$ cat src/daa_ctrl_map.svh
`ifndef DAA_CTRL_MAP_SVH
`define DAA_CTRL_MAP_SVH

// Register indices; byte address is four times the index
`define LRH_IDX        3'h5
`define PDC_IDX        3'h6
`define SRC_IDX        3'h7
`define IRQ_STAT_ADDR  4'h0
`define IRQ_MASK_ADDR  4'h1
`define SAMP_CFG_ADDR  4'h2

// Line ring hook control fields
`define NEG_RING_BIT   6
`define POS_RING_BIT   5
`define MONITOR_BIT    3
`define RING_DET_BIT   2
`define OFFHOOK_BIT    0
`define LRH_RESET      8'h00
`define LRH_WMASK      8'h09

// Power down control fields
`define LINE_PD_BIT    4
`define SYS_PD_BIT     3
`define PDC_RESET      8'h10
`define PDC_WMASK      8'h18

// Sample rate control fields
`define HIGH_SPEED_BIT 3
`define SRC_RESET      8'h00
`define SRC_WMASK      8'h08

// Own config register: full wave ring option in bit 0
`define FWR_BIT        0

// Interrupt status bits
`define IRQ_RING_BIT   0
`define IRQ_POS_BIT    1
`define IRQ_NEG_BIT    2
`define IRQ_WIDTH      3

// Timing: clock 50 MHz
`define CLK_HZ         50000000
`define RING_HOLD_S    5
`define FRAME_HZ       8000
`define FRAME_CYCLES   (`CLK_HZ / `FRAME_HZ)
`define RING_HOLD_CYC  (`CLK_HZ * `RING_HOLD_S)

`endif

$ cat src/daa_ctrl_pkg.sv
package daa_ctrl_pkg;
  typedef enum logic [1:0] {BUS_IDLE, BUS_ACK} bus_state_e;
  typedef logic [7:0] reg_t;
endpackage

$ cat src/daa_line_control_regs.sv
// Operation
// [RQ1] Negative ring status follows negative ring input
// [RQ2] Positive ring status follows positive ring input
// [RQ3] On-hook monitor bit enables low-power monitoring
// [RQ4] Ring detect clears 5 s after ring, or off-hook; the hold timer starts on positive ring only
// [RQ5] Full-wave option lets either polarity set detect
// [RQ6] Off-hook bit drives line side off-hook
// [RQ7] Line power-down bit resets to one
// [RQ8] Host configures clock before clearing line power-down
// [RQ9] System power-down bit powers system side down
// [RQ10] System side stays down until reset
// [RQ11] Sample rate 8 kHz, or 16 kHz high-speed
// [RQ12] High-speed puts two samples per 8 kHz frame
// [RQ13] Read-only and reserved bits ignore writes, read zero
`include "daa_ctrl_map.svh"
module daa_line_control_regs #(
  parameter int unsigned RING_HOLD_CYCLES = `RING_HOLD_CYC
) (
  // Clock and reset
  input  wire logic        clk,
  input  wire logic        reset,
  // Avalon-MM slave
  input  wire logic [5:0]  address,
  input  wire logic        read,
  input  wire logic        write,
  input  wire logic [31:0] writedata,
  output logic [31:0]      readdata,
  output logic             waitrequest,
  // Line side detector inputs
  input  wire logic        posRing,
  input  wire logic        negRing,
  // Line side controls
  output logic             offhookOut,
  output logic             onhookMonitorOut,
  output logic             lineSidePowerDownOut,
  output logic             systemSidePowerDownOut,
  // Sampling
  output logic             sampleStrobe,
  output logic             frameStrobe,
  output logic             slotSelect,
  // Interrupt
  output logic             irq
);
  daa_ctrl_pkg::bus_state_e busState_q;
  daa_ctrl_pkg::bus_state_e busState_d;
  daa_ctrl_pkg::reg_t       lrh_q;
  daa_ctrl_pkg::reg_t       lrh_d;
  daa_ctrl_pkg::reg_t       pdc_q;
  daa_ctrl_pkg::reg_t       pdc_d;
  daa_ctrl_pkg::reg_t       src_q;
  daa_ctrl_pkg::reg_t       src_d;
  logic [`IRQ_WIDTH-1:0]    irqStat_q;
  logic [`IRQ_WIDTH-1:0]    irqStat_d;
  logic [`IRQ_WIDTH-1:0]    irqMask_q;
  logic [`IRQ_WIDTH-1:0]    irqMask_d;
  logic                     fullWave_q;
  logic                     fullWave_d;
  logic [31:0]              readdata_d;
  logic                     posRing_q;
  logic                     negRing_q;
  logic                     ringSet;
  logic                     holdRunning;
  logic                     holdDone;
  logic                     wrHit;
  logic                     rdHit;
  logic [15:0]              divCnt_q;
  logic [15:0]              divCnt_d;
  logic                     sampStb_d;
  logic                     frameStb_d;
  logic                     slot_d;
  logic                     sampStb_q;
  logic                     frameStb_q;
  logic                     slot_q;
  logic                     irq_q;
  logic                     waitrequest_d;
  logic                     irq_d;
  logic                     offhook_d;
  logic                     monitor_d;
  logic                     linePd_d;
  logic                     sysPd_d;

  // Word index from byte address; all 6 bits decoded, low 2 must be zero
  function automatic logic isReg(input logic [5:0] addr, input logic [3:0] idx);
    return (addr[5:2] == idx) && (addr[1:0] == 2'b00);
  endfunction

  // Merge only the writable bits of a register
  function automatic daa_ctrl_pkg::reg_t maskWrite(
    input daa_ctrl_pkg::reg_t oldVal,
    input daa_ctrl_pkg::reg_t newVal,
    input daa_ctrl_pkg::reg_t wmask
  );
    return (oldVal & ~wmask) | (newVal & wmask);
  endfunction

  // Requests count only while the handshake is idle
  assign wrHit   = write && (busState_q == daa_ctrl_pkg::BUS_IDLE);
  assign rdHit   = read && (busState_q == daa_ctrl_pkg::BUS_IDLE);
  assign ringSet = posRing_q || (fullWave_q && negRing_q); // [RQ5]

  // Hold timer restarts on every cycle of positive ring
  ring_hold_timer #(
    .HOLD_CYCLES (RING_HOLD_CYCLES)
  ) u_hold (
    .clk     (clk),
    .reset   (reset),
    .start   (posRing_q),
    .abort   (lrh_q[`OFFHOOK_BIT]),
    .running (holdRunning),
    .done    (holdDone)
  );

  // Bus handshake: one wait cycle, answer on the second
  always_comb
  begin
    busState_d    = busState_q;
    waitrequest_d = 1'b1;
    unique case (busState_q)
      daa_ctrl_pkg::BUS_IDLE:
        if (read || write)
        begin
          busState_d    = daa_ctrl_pkg::BUS_ACK;
          waitrequest_d = 1'b0;
        end
      daa_ctrl_pkg::BUS_ACK:
        busState_d = daa_ctrl_pkg::BUS_IDLE;
      default:
        busState_d = daa_ctrl_pkg::BUS_IDLE;
    endcase
  end

  // Register file
  always_comb
  begin
    lrh_d      = lrh_q;
    pdc_d      = pdc_q;
    src_d      = src_q;
    irqMask_d  = irqMask_q;
    fullWave_d = fullWave_q;
    irqStat_d  = irqStat_q;
    readdata_d = readdata;
    if (wrHit)
    begin
      if (isReg(address, {1'b0, `LRH_IDX}))
        lrh_d = maskWrite(lrh_q, writedata[7:0], `LRH_WMASK); // [RQ13]
      if (isReg(address, {1'b0, `PDC_IDX}) && !pdc_q[`SYS_PD_BIT])
        pdc_d = maskWrite(pdc_q, writedata[7:0], `PDC_WMASK); // [RQ9] [RQ10]
      if (isReg(address, {1'b0, `SRC_IDX}))
        src_d = maskWrite(src_q, writedata[7:0], `SRC_WMASK); // [RQ11]
      if (isReg(address, `IRQ_MASK_ADDR))
        irqMask_d = writedata[`IRQ_WIDTH-1:0];
      if (isReg(address, `SAMP_CFG_ADDR))
        fullWave_d = writedata[`FWR_BIT];
    end
    // Live ring status bits
    lrh_d[`NEG_RING_BIT] = negRing_q; // [RQ1]
    lrh_d[`POS_RING_BIT] = posRing_q; // [RQ2]
    // Ring detect: set by ring, cleared by timeout or off-hook
    if (lrh_q[`OFFHOOK_BIT] || holdDone)
      lrh_d[`RING_DET_BIT] = 1'b0; // [RQ4]
    if (ringSet && !lrh_q[`OFFHOOK_BIT])
      lrh_d[`RING_DET_BIT] = 1'b1; // [RQ5]
    // Read path: unmapped and reserved bits return zero
    if (rdHit)
    begin
      readdata_d = 32'h0; // [RQ13]
      if (isReg(address, {1'b0, `LRH_IDX}))
        readdata_d[7:0] = lrh_q;
      else if (isReg(address, {1'b0, `PDC_IDX}))
        readdata_d[7:0] = pdc_q;
      else if (isReg(address, {1'b0, `SRC_IDX}))
        readdata_d[7:0] = src_q;
      else if (isReg(address, `IRQ_STAT_ADDR))
        readdata_d[`IRQ_WIDTH-1:0] = irqStat_q;
      else if (isReg(address, `IRQ_MASK_ADDR))
        readdata_d[`IRQ_WIDTH-1:0] = irqMask_q;
      else if (isReg(address, `SAMP_CFG_ADDR))
        readdata_d[`FWR_BIT] = fullWave_q;
      if (isReg(address, `IRQ_STAT_ADDR))
        irqStat_d = '0;
    end
    // Set wins over read clear
    if (ringSet && !lrh_q[`RING_DET_BIT])
      irqStat_d[`IRQ_RING_BIT] = 1'b1;
    if (posRing_q && !lrh_q[`POS_RING_BIT])
      irqStat_d[`IRQ_POS_BIT] = 1'b1;
    if (negRing_q && !lrh_q[`NEG_RING_BIT])
      irqStat_d[`IRQ_NEG_BIT] = 1'b1;
    // Outputs follow the register bits they copy
    irq_d     = |(irqStat_d & irqMask_d);
    offhook_d = lrh_d[`OFFHOOK_BIT]; // [RQ6]
    monitor_d = lrh_d[`MONITOR_BIT]; // [RQ3]
    linePd_d  = pdc_d[`LINE_PD_BIT]; // [RQ7]
    sysPd_d   = pdc_d[`SYS_PD_BIT]; // [RQ9]
  end

  // Sampling divider: 8 kHz frame, two samples per frame in high speed
  always_comb
  begin
    divCnt_d   = divCnt_q + 16'h1;
    frameStb_d = 1'b0;
    sampStb_d  = 1'b0;
    slot_d     = slot_q;
    if (divCnt_q == 16'(`FRAME_CYCLES - 1))
    begin
      divCnt_d   = 16'h0;
      frameStb_d = 1'b1;
      sampStb_d  = 1'b1; // [RQ11]
      slot_d     = 1'b0;
    end
    // Second strobe half way through the frame
    else if (src_q[`HIGH_SPEED_BIT] && divCnt_q == 16'(`FRAME_CYCLES / 2 - 1))
    begin
      sampStb_d = 1'b1; // [RQ12]
      slot_d    = 1'b1; // [RQ12]
    end
    // System power-down freezes the divider
    if (pdc_q[`SYS_PD_BIT])
    begin
      divCnt_d   = divCnt_q;
      frameStb_d = 1'b0;
      sampStb_d  = 1'b0;
    end
  end

  // Bus handshake state
  always_ff @(posedge clk)
  begin
    if (reset)
    begin
      busState_q  <= daa_ctrl_pkg::BUS_IDLE;
      waitrequest <= 1'b1;
    end
    else
    begin
      busState_q  <= busState_d;
      waitrequest <= waitrequest_d;
    end
  end

  // Registers, synchronised ring inputs and registered outputs
  always_ff @(posedge clk)
  begin
    if (reset)
    begin
      lrh_q                  <= `LRH_RESET;
      pdc_q                  <= `PDC_RESET; // [RQ7]
      src_q                  <= `SRC_RESET;
      irqStat_q              <= '0;
      irqMask_q              <= '0;
      fullWave_q             <= 1'b0;
      readdata               <= 32'h0;
      posRing_q              <= 1'b0;
      negRing_q              <= 1'b0;
      irq_q                  <= 1'b0;
      offhookOut             <= 1'b0;
      onhookMonitorOut       <= 1'b0;
      lineSidePowerDownOut   <= 1'b1; // [RQ7]
      systemSidePowerDownOut <= 1'b0; // [RQ10]
    end
    else
    begin
      lrh_q                  <= lrh_d;
      pdc_q                  <= pdc_d;
      src_q                  <= src_d;
      irqStat_q              <= irqStat_d;
      irqMask_q              <= irqMask_d;
      fullWave_q             <= fullWave_d;
      readdata               <= readdata_d;
      posRing_q              <= posRing;
      negRing_q              <= negRing;
      irq_q                  <= irq_d;
      offhookOut             <= offhook_d;
      onhookMonitorOut       <= monitor_d;
      lineSidePowerDownOut   <= linePd_d;
      systemSidePowerDownOut <= sysPd_d;
    end
  end

  // Sample and frame divider
  always_ff @(posedge clk)
  begin
    if (reset)
    begin
      divCnt_q   <= 16'h0;
      sampStb_q  <= 1'b0;
      frameStb_q <= 1'b0;
      slot_q     <= 1'b0;
    end
    else
    begin
      divCnt_q   <= divCnt_d;
      sampStb_q  <= sampStb_d;
      frameStb_q <= frameStb_d;
      slot_q     <= slot_d;
    end
  end

  assign sampleStrobe = sampStb_q;
  assign frameStrobe  = frameStb_q;
  assign slotSelect   = slot_q;
  assign irq          = irq_q;
endmodule

$ cat src/ring_hold_timer.sv
`include "daa_ctrl_map.svh"
// Retriggerable hold timer: done pulses when count expires
module ring_hold_timer #(
  parameter int unsigned HOLD_CYCLES = `RING_HOLD_CYC
) (
  // Clock and reset
  input  wire logic clk,
  input  wire logic reset,
  // Control
  input  wire logic start,
  input  wire logic abort,
  // Status
  output logic      running,
  output logic      done
);
  logic [27:0] count_q;
  logic [27:0] count_d;
  logic        run_q;
  logic        run_d;
  logic        done_q;
  logic        done_d;

  always_comb
  begin
    count_d = count_q;
    run_d   = run_q;
    done_d  = 1'b0;
    if (abort)
    begin
      run_d   = 1'b0;
      count_d = 28'h0;
    end
    else if (start)
    begin
      run_d   = 1'b1;
      count_d = 28'(HOLD_CYCLES - 1);
    end
    else if (run_q)
    begin
      if (count_q == 28'h0)
      begin
        run_d  = 1'b0;
        done_d = 1'b1;
      end
      else
      begin
        count_d = count_q - 28'h1;
      end
    end
  end

  always_ff @(posedge clk)
  begin
    if (reset)
    begin
      count_q <= 28'h0;
      run_q   <= 1'b0;
      done_q  <= 1'b0;
    end
    else
    begin
      count_q <= count_d;
      run_q   <= run_d;
      done_q  <= done_d;
    end
  end

  assign running = run_q;
  assign done    = done_q;
endmodule

$ cat config.mk
export PLATFORM = sky130hd
export DESIGN_NAME = daa_line_control_regs
export DESIGN_NICKNAME = d
export VERILOG_FILES = /design/src/daa_ctrl_pkg.sv /design/src/daa_line_control_regs.sv /design/src/ring_hold_timer.sv
export VERILOG_INCLUDE_DIRS = /design/src /design/src/src
export SDC_FILE = /design/constraint.sdc
export NUM_CORES = 1
export LEC_CHECK = 0
export ABC_AREA = 1
export CAP_MARGIN = 20
export CORE_MARGIN = 1.5
export CORE_UTILIZATION = 46
export CTS_BUF_LIST = sky130_fd_sc_hd__clkbuf_4 sky130_fd_sc_hd__clkbuf_8
export CTS_CLUSTER_SIZE = 14
export DETAILED_ROUTE_END_ITERATION = 8
export DONT_BUFFER_PORTS = 1
export GPL_TIMING_DRIVEN = 0
export SYNTH_ARGS = -nofsm -noshare
export SYNTH_HDL_FRONTEND = slang
export SYNTH_SLANG_ARGS = --single-unit
$ cat constraint.sdc
create_clock -name clk -period 2.5 [get_ports clk]
set_input_delay 0 -clock clk [delete_from_list [all_inputs] [get_ports clk]]
set_output_delay 0 -clock clk [all_outputs]
set_load 0.05 [all_outputs]
==> results.sh, run 1 <==
export IMPL_status="finished clean"
export IMPL_clk_pin_slew_ps=80
export IMPL_grt_pass1_vias=3566
export IMPL_ir_worst_vdd_v=0.0003342
export IMPL_synthesis_area_mm2=0.004203
export IMPL_fmax_mhz=464.3
export IMPL_syn_instance_count=619
export IMPL_dpl_cell_area_mm2=0.004428
export IMPL_overflow=0
export IMPL_drive_gt1_frac=0.1050
export IMPL_post_route_period_util=0.8616
export IMPL_ys_seq_elements=76
export IMPL_cpPeakStageDelay_ps=520
export IMPL_stdcell_count=784
export IMPL_ys_warnings_count=0
export IMPL_cp_end_kind="flop"
export IMPL_insertion_delay_ps=350
export IMPL_p_leak_nw=2.228
export IMPL_worst_pin_slew_ps=731.3
export IMPL_dieArea_mm2=0.009719
export IMPL_vias=4019
export IMPL_final_cell_mix="nand2_1 (105), nor2_1 (92), inv_1 (79), dfxtp_1 (76), nand3_1 (63)"
export IMPL_num_antenna_cells=0
export IMPL_ys_flop_type="dfxtp_1"
export IMPL_crit_slowest_cell="dfxtp_1"
export IMPL_synthArstFlopShare=0
export IMPL_powerDensity_mw_per_mm2=628.1
export IMPL_ant_nets=0
export IMPL_syn_avg_cell_area_um2=6.790
export IMPL_cts_sinks=76
export IMPL_p_seq_frac=0.443
export IMPL_rsz0062_at_grt="no"
export IMPL_hp_class="primary input to flop"
export IMPL_grt_pass1_wl_um=17150
export IMPL_cts_buffer_depth=2
export IMPL_worst_setup_path_start_kind="flop"
export IMPL_routedWlPerCell_um=13.16
export IMPL_port_buffers=0
export IMPL_antenna_found_initial=0
export IMPL_worstSetupPathType="flop to flop"
export IMPL_slew_headroom=0.5118
export IMPL_min_period_ps=2154
export IMPL_ys_seq_area_frac=0.3620
export IMPL_die_h_um=98.59
export IMPL_setup_ws_ps=346.0
export IMPL_slew_viol_final=0
export IMPL_start_util=0.4773
export IMPL_drt_pass1_iterations=7
export IMPL_dp_cells=751
export IMPL_pin_count=85
export IMPL_maxCapViolations=0
export IMPL_dp_hpwl_um=7715
export IMPL_first_iter_violations=209
export IMPL_area_growth_pct=14.86
export IMPL_cts_tree="built"
export IMPL_setup_violations=0
export IMPL_crit_arrival_ps=2370
export IMPL_remaining_drc_errors=0
export IMPL_postLayoutCellArea_mm2=0.004827
export IMPL_post_place_ws_ps=398.8
export IMPL_chipWidth_um=98.59
export IMPL_nets=720
export IMPL_wl_um=10310
export IMPL_grt_util_all_layers=0.2192
export IMPL_root_buffer="clkbuf_8"
export IMPL_grt_max_degree=14
export IMPL_cp_required_ps=2720
export IMPL_yosysUniqueCellTypes=39
export IMPL_routed_via_density=5.126
export IMPL_internal_power_mw=2.067
export IMPL_tns_ps=0
export IMPL_cts_buffers=9
export IMPL_core_mm2=0.008806
export IMPL_fin_util=0.5482
export IMPL_final_common_cell="nand2_1"
export IMPL_critPathMaxFanout=10
export IMPL_core_rowCount=34
export IMPL_crit_chain="nor2_2, clkinv_1, nor2_1, nand2_1, nor4b_1"
export IMPL_synth_edf_count=0
export IMPL_globalplace_congestion=0.9839
export IMPL_switching_power_mw=0.9647
export IMPL_htree_num_levels=3
export IMPL_report_final_hold_viol_count=0
export IMPL_p_clk_frac=0.355
export IMPL_clock_skew_ps=9.146
export IMPL_p_comb_frac=0.202
export IMPL_p_sw_frac=0.3182
critical path, delay by kind of cell (launching register included):
family	cells	cell delay (ps)
buffers and inverters	1	320
DFF	1	520
and+or+nand+nor	4	1170
power by group through the flow:
stage / logic (mW) / clock network [mW] / registers (mW)
finish: 0.613 / 1.08 / 1.34
floorplan: 0.493 / 0 / 1.35
global placement: 0.580 / 0 / 1.37
CTS: 0.604 / 1.10 / 1.34
detailed placement: 0.585 / 0 / 1.37
global route: 0.679 / 1.15 / 1.35
cell usage after synthesis (2+ instances only):
cell,number,area share
o21ai_0,19,0.023
nand3b_1,5,0.0089
nand3_1,63,0.075
nor2_2,9,0.013
a21oi_1,31,0.037
nand2_2,3,0.0045
buf_2,3,0.0036
nor4_1,2,0.0030
clkinv_1,2,0.0018
dfxtp_1,76,0.36
inv_1,79,0.071
a31oi_1,7,0.010
clkbuf_1,7,0.0063
buf_4,26,0.046
nor3_1,8,0.0095
ha_1,5,0.015
o21a_1,6,0.011
xor2_1,12,0.025
nor3_2,2,0.0048
nand4_1,31,0.046
nand2_1,105,0.094
inv_2,4,0.0036
xnor2_1,4,0.0083
buf_6,3,0.0080
nor2_1,92,0.082
o22ai_1,2,0.0030
final timing paths:
check                   startpoint                        to  slack, ps  cells past startpoint
min                     address[5]  readdata[3]$_SDFFE_PP0P_         10                      5
max reg2reg  lrh_q[0]$_SDFFE_PP0P_    u_hold.done$_SDFF_PP0_        350                      5
max          lrh_q[0]$_SDFFE_PP0P_    u_hold.done$_SDFF_PP0_        350                      5
min reg2reg   negRing_q$_SDFF_PP0_       lrh_q[6]$_SDFF_PP0_        450                      2
flip-flops by register name, indices dropped and copies added (netlist names), 3 cells and up:
| register | cells |
|---|---|
| u_hold.count_q | 28 |
| divCnt_q | 16 |
| readdata | 7 |
| lrh_q | 5 |
| irqMask_q | 3 |
| irqStat_q | 3 |
metal layers:
layer / track usage / vias up / part of all wire / wire length [µm]
li1: - / 2076 / - / -
met1: 0.3126 / 1803 / 0.49 / 5084
met2: 0.3323 / 126 / 0.44 / 4501
met3: 0.03333 / 14 / 0.056 / 575
met4: 0.08901 / 0 / 0.015 / 154
met5: 0 / - / 0 / 0
per-stage QoR:
stage,hold WS [ps],power (mW)
finish,14.82,3.032
global route,49.27,3.179
CTS,5.498,3.045
detailed placement,97.86,1.954
global placement,95.72,1.948
floorplan,80.99,1.843
kinds of logic after synthesis:
kind of cell | count (synthesis) | share of synthesized area
and+or+nand+nor | 327 | 0.3561
buffers and inverters | 124 | 0.1402
DFF | 76 | 0.3620
AOI/OAI and AO/OA | 70 | 0.09259
xor gates and xnor gates | 16 | 0.03334
adders and majority gates | 5 | 0.01489
other | 1 | 0.0008923
what timing repair did:
item | in CTS | in global routing
buffers inserted | 0 | 0
hold buffers | 17 | 0
resized for setup | 0 | 0
hold endpoints to repair | 29 | 0
layout make-up:
| type | instances | area, µm² |
|---|---|---|
| fillers | 887 | 3979 |
| repair buffers | 17 | 170.2 |
| well taps | 108 | 135.1 |
| plain buffers | 39 | 270.3 |
| clock inverters | 5 | 83.83 |
| multi-input cells | 443 | 2182 |
| inverters | 85 | 319.1 |
| flip-flops and latches | 76 | 1521 |
| clock buffers | 11 | 145.1 |
(Power assumes the default switching activity.)
==> inputs of run 2 (changes only) <==
==> constraint.sdc (replaced) <==
create_clock -name clk -period 2.2 [get_ports clk]
set_input_delay 0 -clock clk [delete_from_list [all_inputs] [get_ports clk]]
set_output_delay 0 -clock clk [all_outputs]
set_load 0.05 [all_outputs]
==> results.sh, run 2 (synthesis results as in run 1) <==
export IMPL_status="finished clean"
export IMPL_p_seq_frac=0.443
export IMPL_drive_gt1_frac=0.1065
export IMPL_fmax_mhz=490.2
export IMPL_p_sw_frac=0.3182
export IMPL_power_total_mw=3.445
export IMPL_root_buffer="clkbuf_8"
export IMPL_htree_num_levels=3
export IMPL_routedWlPerCell_um=13.11
export IMPL_regArea_mm2=0.001521
export IMPL_pin_count=85
export IMPL_vias=4024
export IMPL_grt_pass1_wl_um=17150
export IMPL_clk_pin_slew_ps=80
export IMPL_fin_util=0.5485
export IMPL_fin_hold_ws_ps=15.51
export IMPL_grt_pass1_vias=3566
export IMPL_grt_max_degree=14
export IMPL_largestRegisters="u_hold.count_q x28, divCnt_q x16, readdata x7"
export IMPL_slew_viol_final=0
export IMPL_start_util=0.4773
export IMPL_slew_headroom=0.5114
export IMPL_clock_skew_ps=9.146
export IMPL_nets=720
export IMPL_largest_register_ffs=28
export IMPL_final_cell_mix="nand2_1 (105), nor2_1 (91), inv_1 (79), dfxtp_1 (76), nand3_1 (63)"
export IMPL_cts_buffers=9
export IMPL_cpPeakStageDelay_ps=520
export IMPL_multi_input_area_mm2=0.002185
export IMPL_insertion_delay_ps=350
export IMPL_routed_via_density=5.133
export IMPL_crit_chain="nor2_2, clkinv_1, nor2_2, nand2_1, nor4b_1"
export IMPL_ir_worst_vdd_v=0.0003799
export IMPL_port_buffers=0
export IMPL_first_iter_violations=206
export IMPL_num_antenna_cells=0
export IMPL_crit_arrival_ps=2260
export IMPL_maxCapViolations=0
export IMPL_cts_setup_buffers=0
export IMPL_die_h_um=98.59
export IMPL_report_final_hold_viol_count=0
export IMPL_crit_family="simple AND/OR/NAND/NOR gates"
export IMPL_setup_violations=0
export IMPL_p_leak_nw=2.228
export IMPL_path_buf_inv=1
export IMPL_switching_power_mw=1.096
export IMPL_rsz0062_at_grt="no"
export IMPL_chipWidth_um=98.59
export IMPL_powerDensity_mw_per_mm2=713.4
export IMPL_hp_class="primary input to flop"
export IMPL_crit_slowest_cell="dfxtp_1"
export IMPL_wl_um=10280
export IMPL_hp_start="address[5]"
export IMPL_final_common_cell="nand2_1"
export IMPL_core_rowCount=34
export IMPL_path_common_cell="nor2_2"
export IMPL_cts_tree="built"
export IMPL_cp_required_ps=2420
export IMPL_p_comb_frac=0.202
export IMPL_p_clk_frac=0.355
export IMPL_remaining_drc_errors=0
export IMPL_fill_cells=886
export IMPL_drt_pass1_iterations=7
export IMPL_cp_end_kind="flop"
export IMPL_r2r_start="lrh_q[0]$_SDFFE_PP0P_"
export IMPL_crit_start="lrh_q[0]$_SDFFE_PP0P_"
export IMPL_globalplace_congestion=0.9839
export IMPL_grt_util_all_layers=0.2192
export IMPL_cts_buffer_depth=2
export IMPL_overflow=0
export IMPL_dp_hpwl_um=7715
export IMPL_tns_ps=0
export IMPL_area_growth_pct=14.92
export IMPL_critPathMaxFanout=10
export IMPL_worstSetupPathType="flop to flop"
export IMPL_worst_pin_slew_ps=731.9
export IMPL_core_mm2=0.008806
export IMPL_antenna_found_initial=0
export IMPL_min_period_ps=2040
export IMPL_ant_nets=0
export IMPL_post_route_period_util=0.9273
export IMPL_worst_setup_path_start_kind="flop"
export IMPL_dieArea_mm2=0.009719
export IMPL_cts_sinks=76
export IMPL_largest_register="u_hold.count_q"
export IMPL_internal_power_mw=2.349
==> run 2: cell counts in the layout (fill, tap and decap cells not counted) <==
No cell type changed its count.
==> run 2: path summary, 6_finish.rpt <==
check             cells after the start                       end  slack (ps)
setup / recovery                      5    u_hold.done$_SDFF_PP0_         160
hold / removal                        5  readdata[3]$_SDFFE_PP0P_          20
setup reg to reg                      5    u_hold.done$_SDFF_PP0_         160
hold reg to reg                       2       lrh_q[6]$_SDFF_PP0_         450
==> run 2: worst min-delay path: stages <==
cell and delay (ps):
inv_1 20, nand2_1 70, nor4_1 80, nand2_1 60, a41oi_1 100
==> run 2: timing repair <==
item                                   CTS  global route
hold buffers                            17             0
resized for setup                        0             1
endpoints found under the hold margin   29             0
setup endpoints to repair                0             1
==> run 2: layout make-up <==
cell class / instances / area share
multi-input combinational: 443 / 0.4523
sequential: 76 / 0.3150
inverter: 85 / 0.06606
buffer: 39 / 0.05596
timing repair buffer: 17 / 0.03523
clock buffer: 11 / 0.03005
tap: 108 / 0.02798
clock inverter: 5 / 0.01736
==> run 2: power by group through the flow <==
stage	combinational [mW]	sequential (mW)	clock, mW
final	0.696	1.52	1.22
after detailed placement	0.665	1.56	0
after global placement	0.659	1.55	0
after CTS	0.686	1.52	1.25
after floorplan	0.560	1.53	0
after global routing	0.772	1.53	1.31
==> run 2: metrics by stage <==
| stage | cell area [µm²] | std cells | worst slack (ps) |
|---|---|---|---|
| after floorplan | 4293 | 643 | 620.0 |
| after global placement | 4428 | 751 | 64.45 |
| after detailed placement | 4428 | 751 | 98.81 |
| after CTS | 4827 | 784 | 47.06 |
| after global routing | 4830 | 784 | 63.99 |
| final | 4830 | 784 | 160.0 |
==> run 2: metal layers <==
metal	up-vias	GRT usage	wire length, µm
met5	-	0	0
met4	0	0.08901	167
met3	17	0.03333	502
met2	121	0.3323	4476
met1	1810	0.3126	5130
li1	2076	-	-
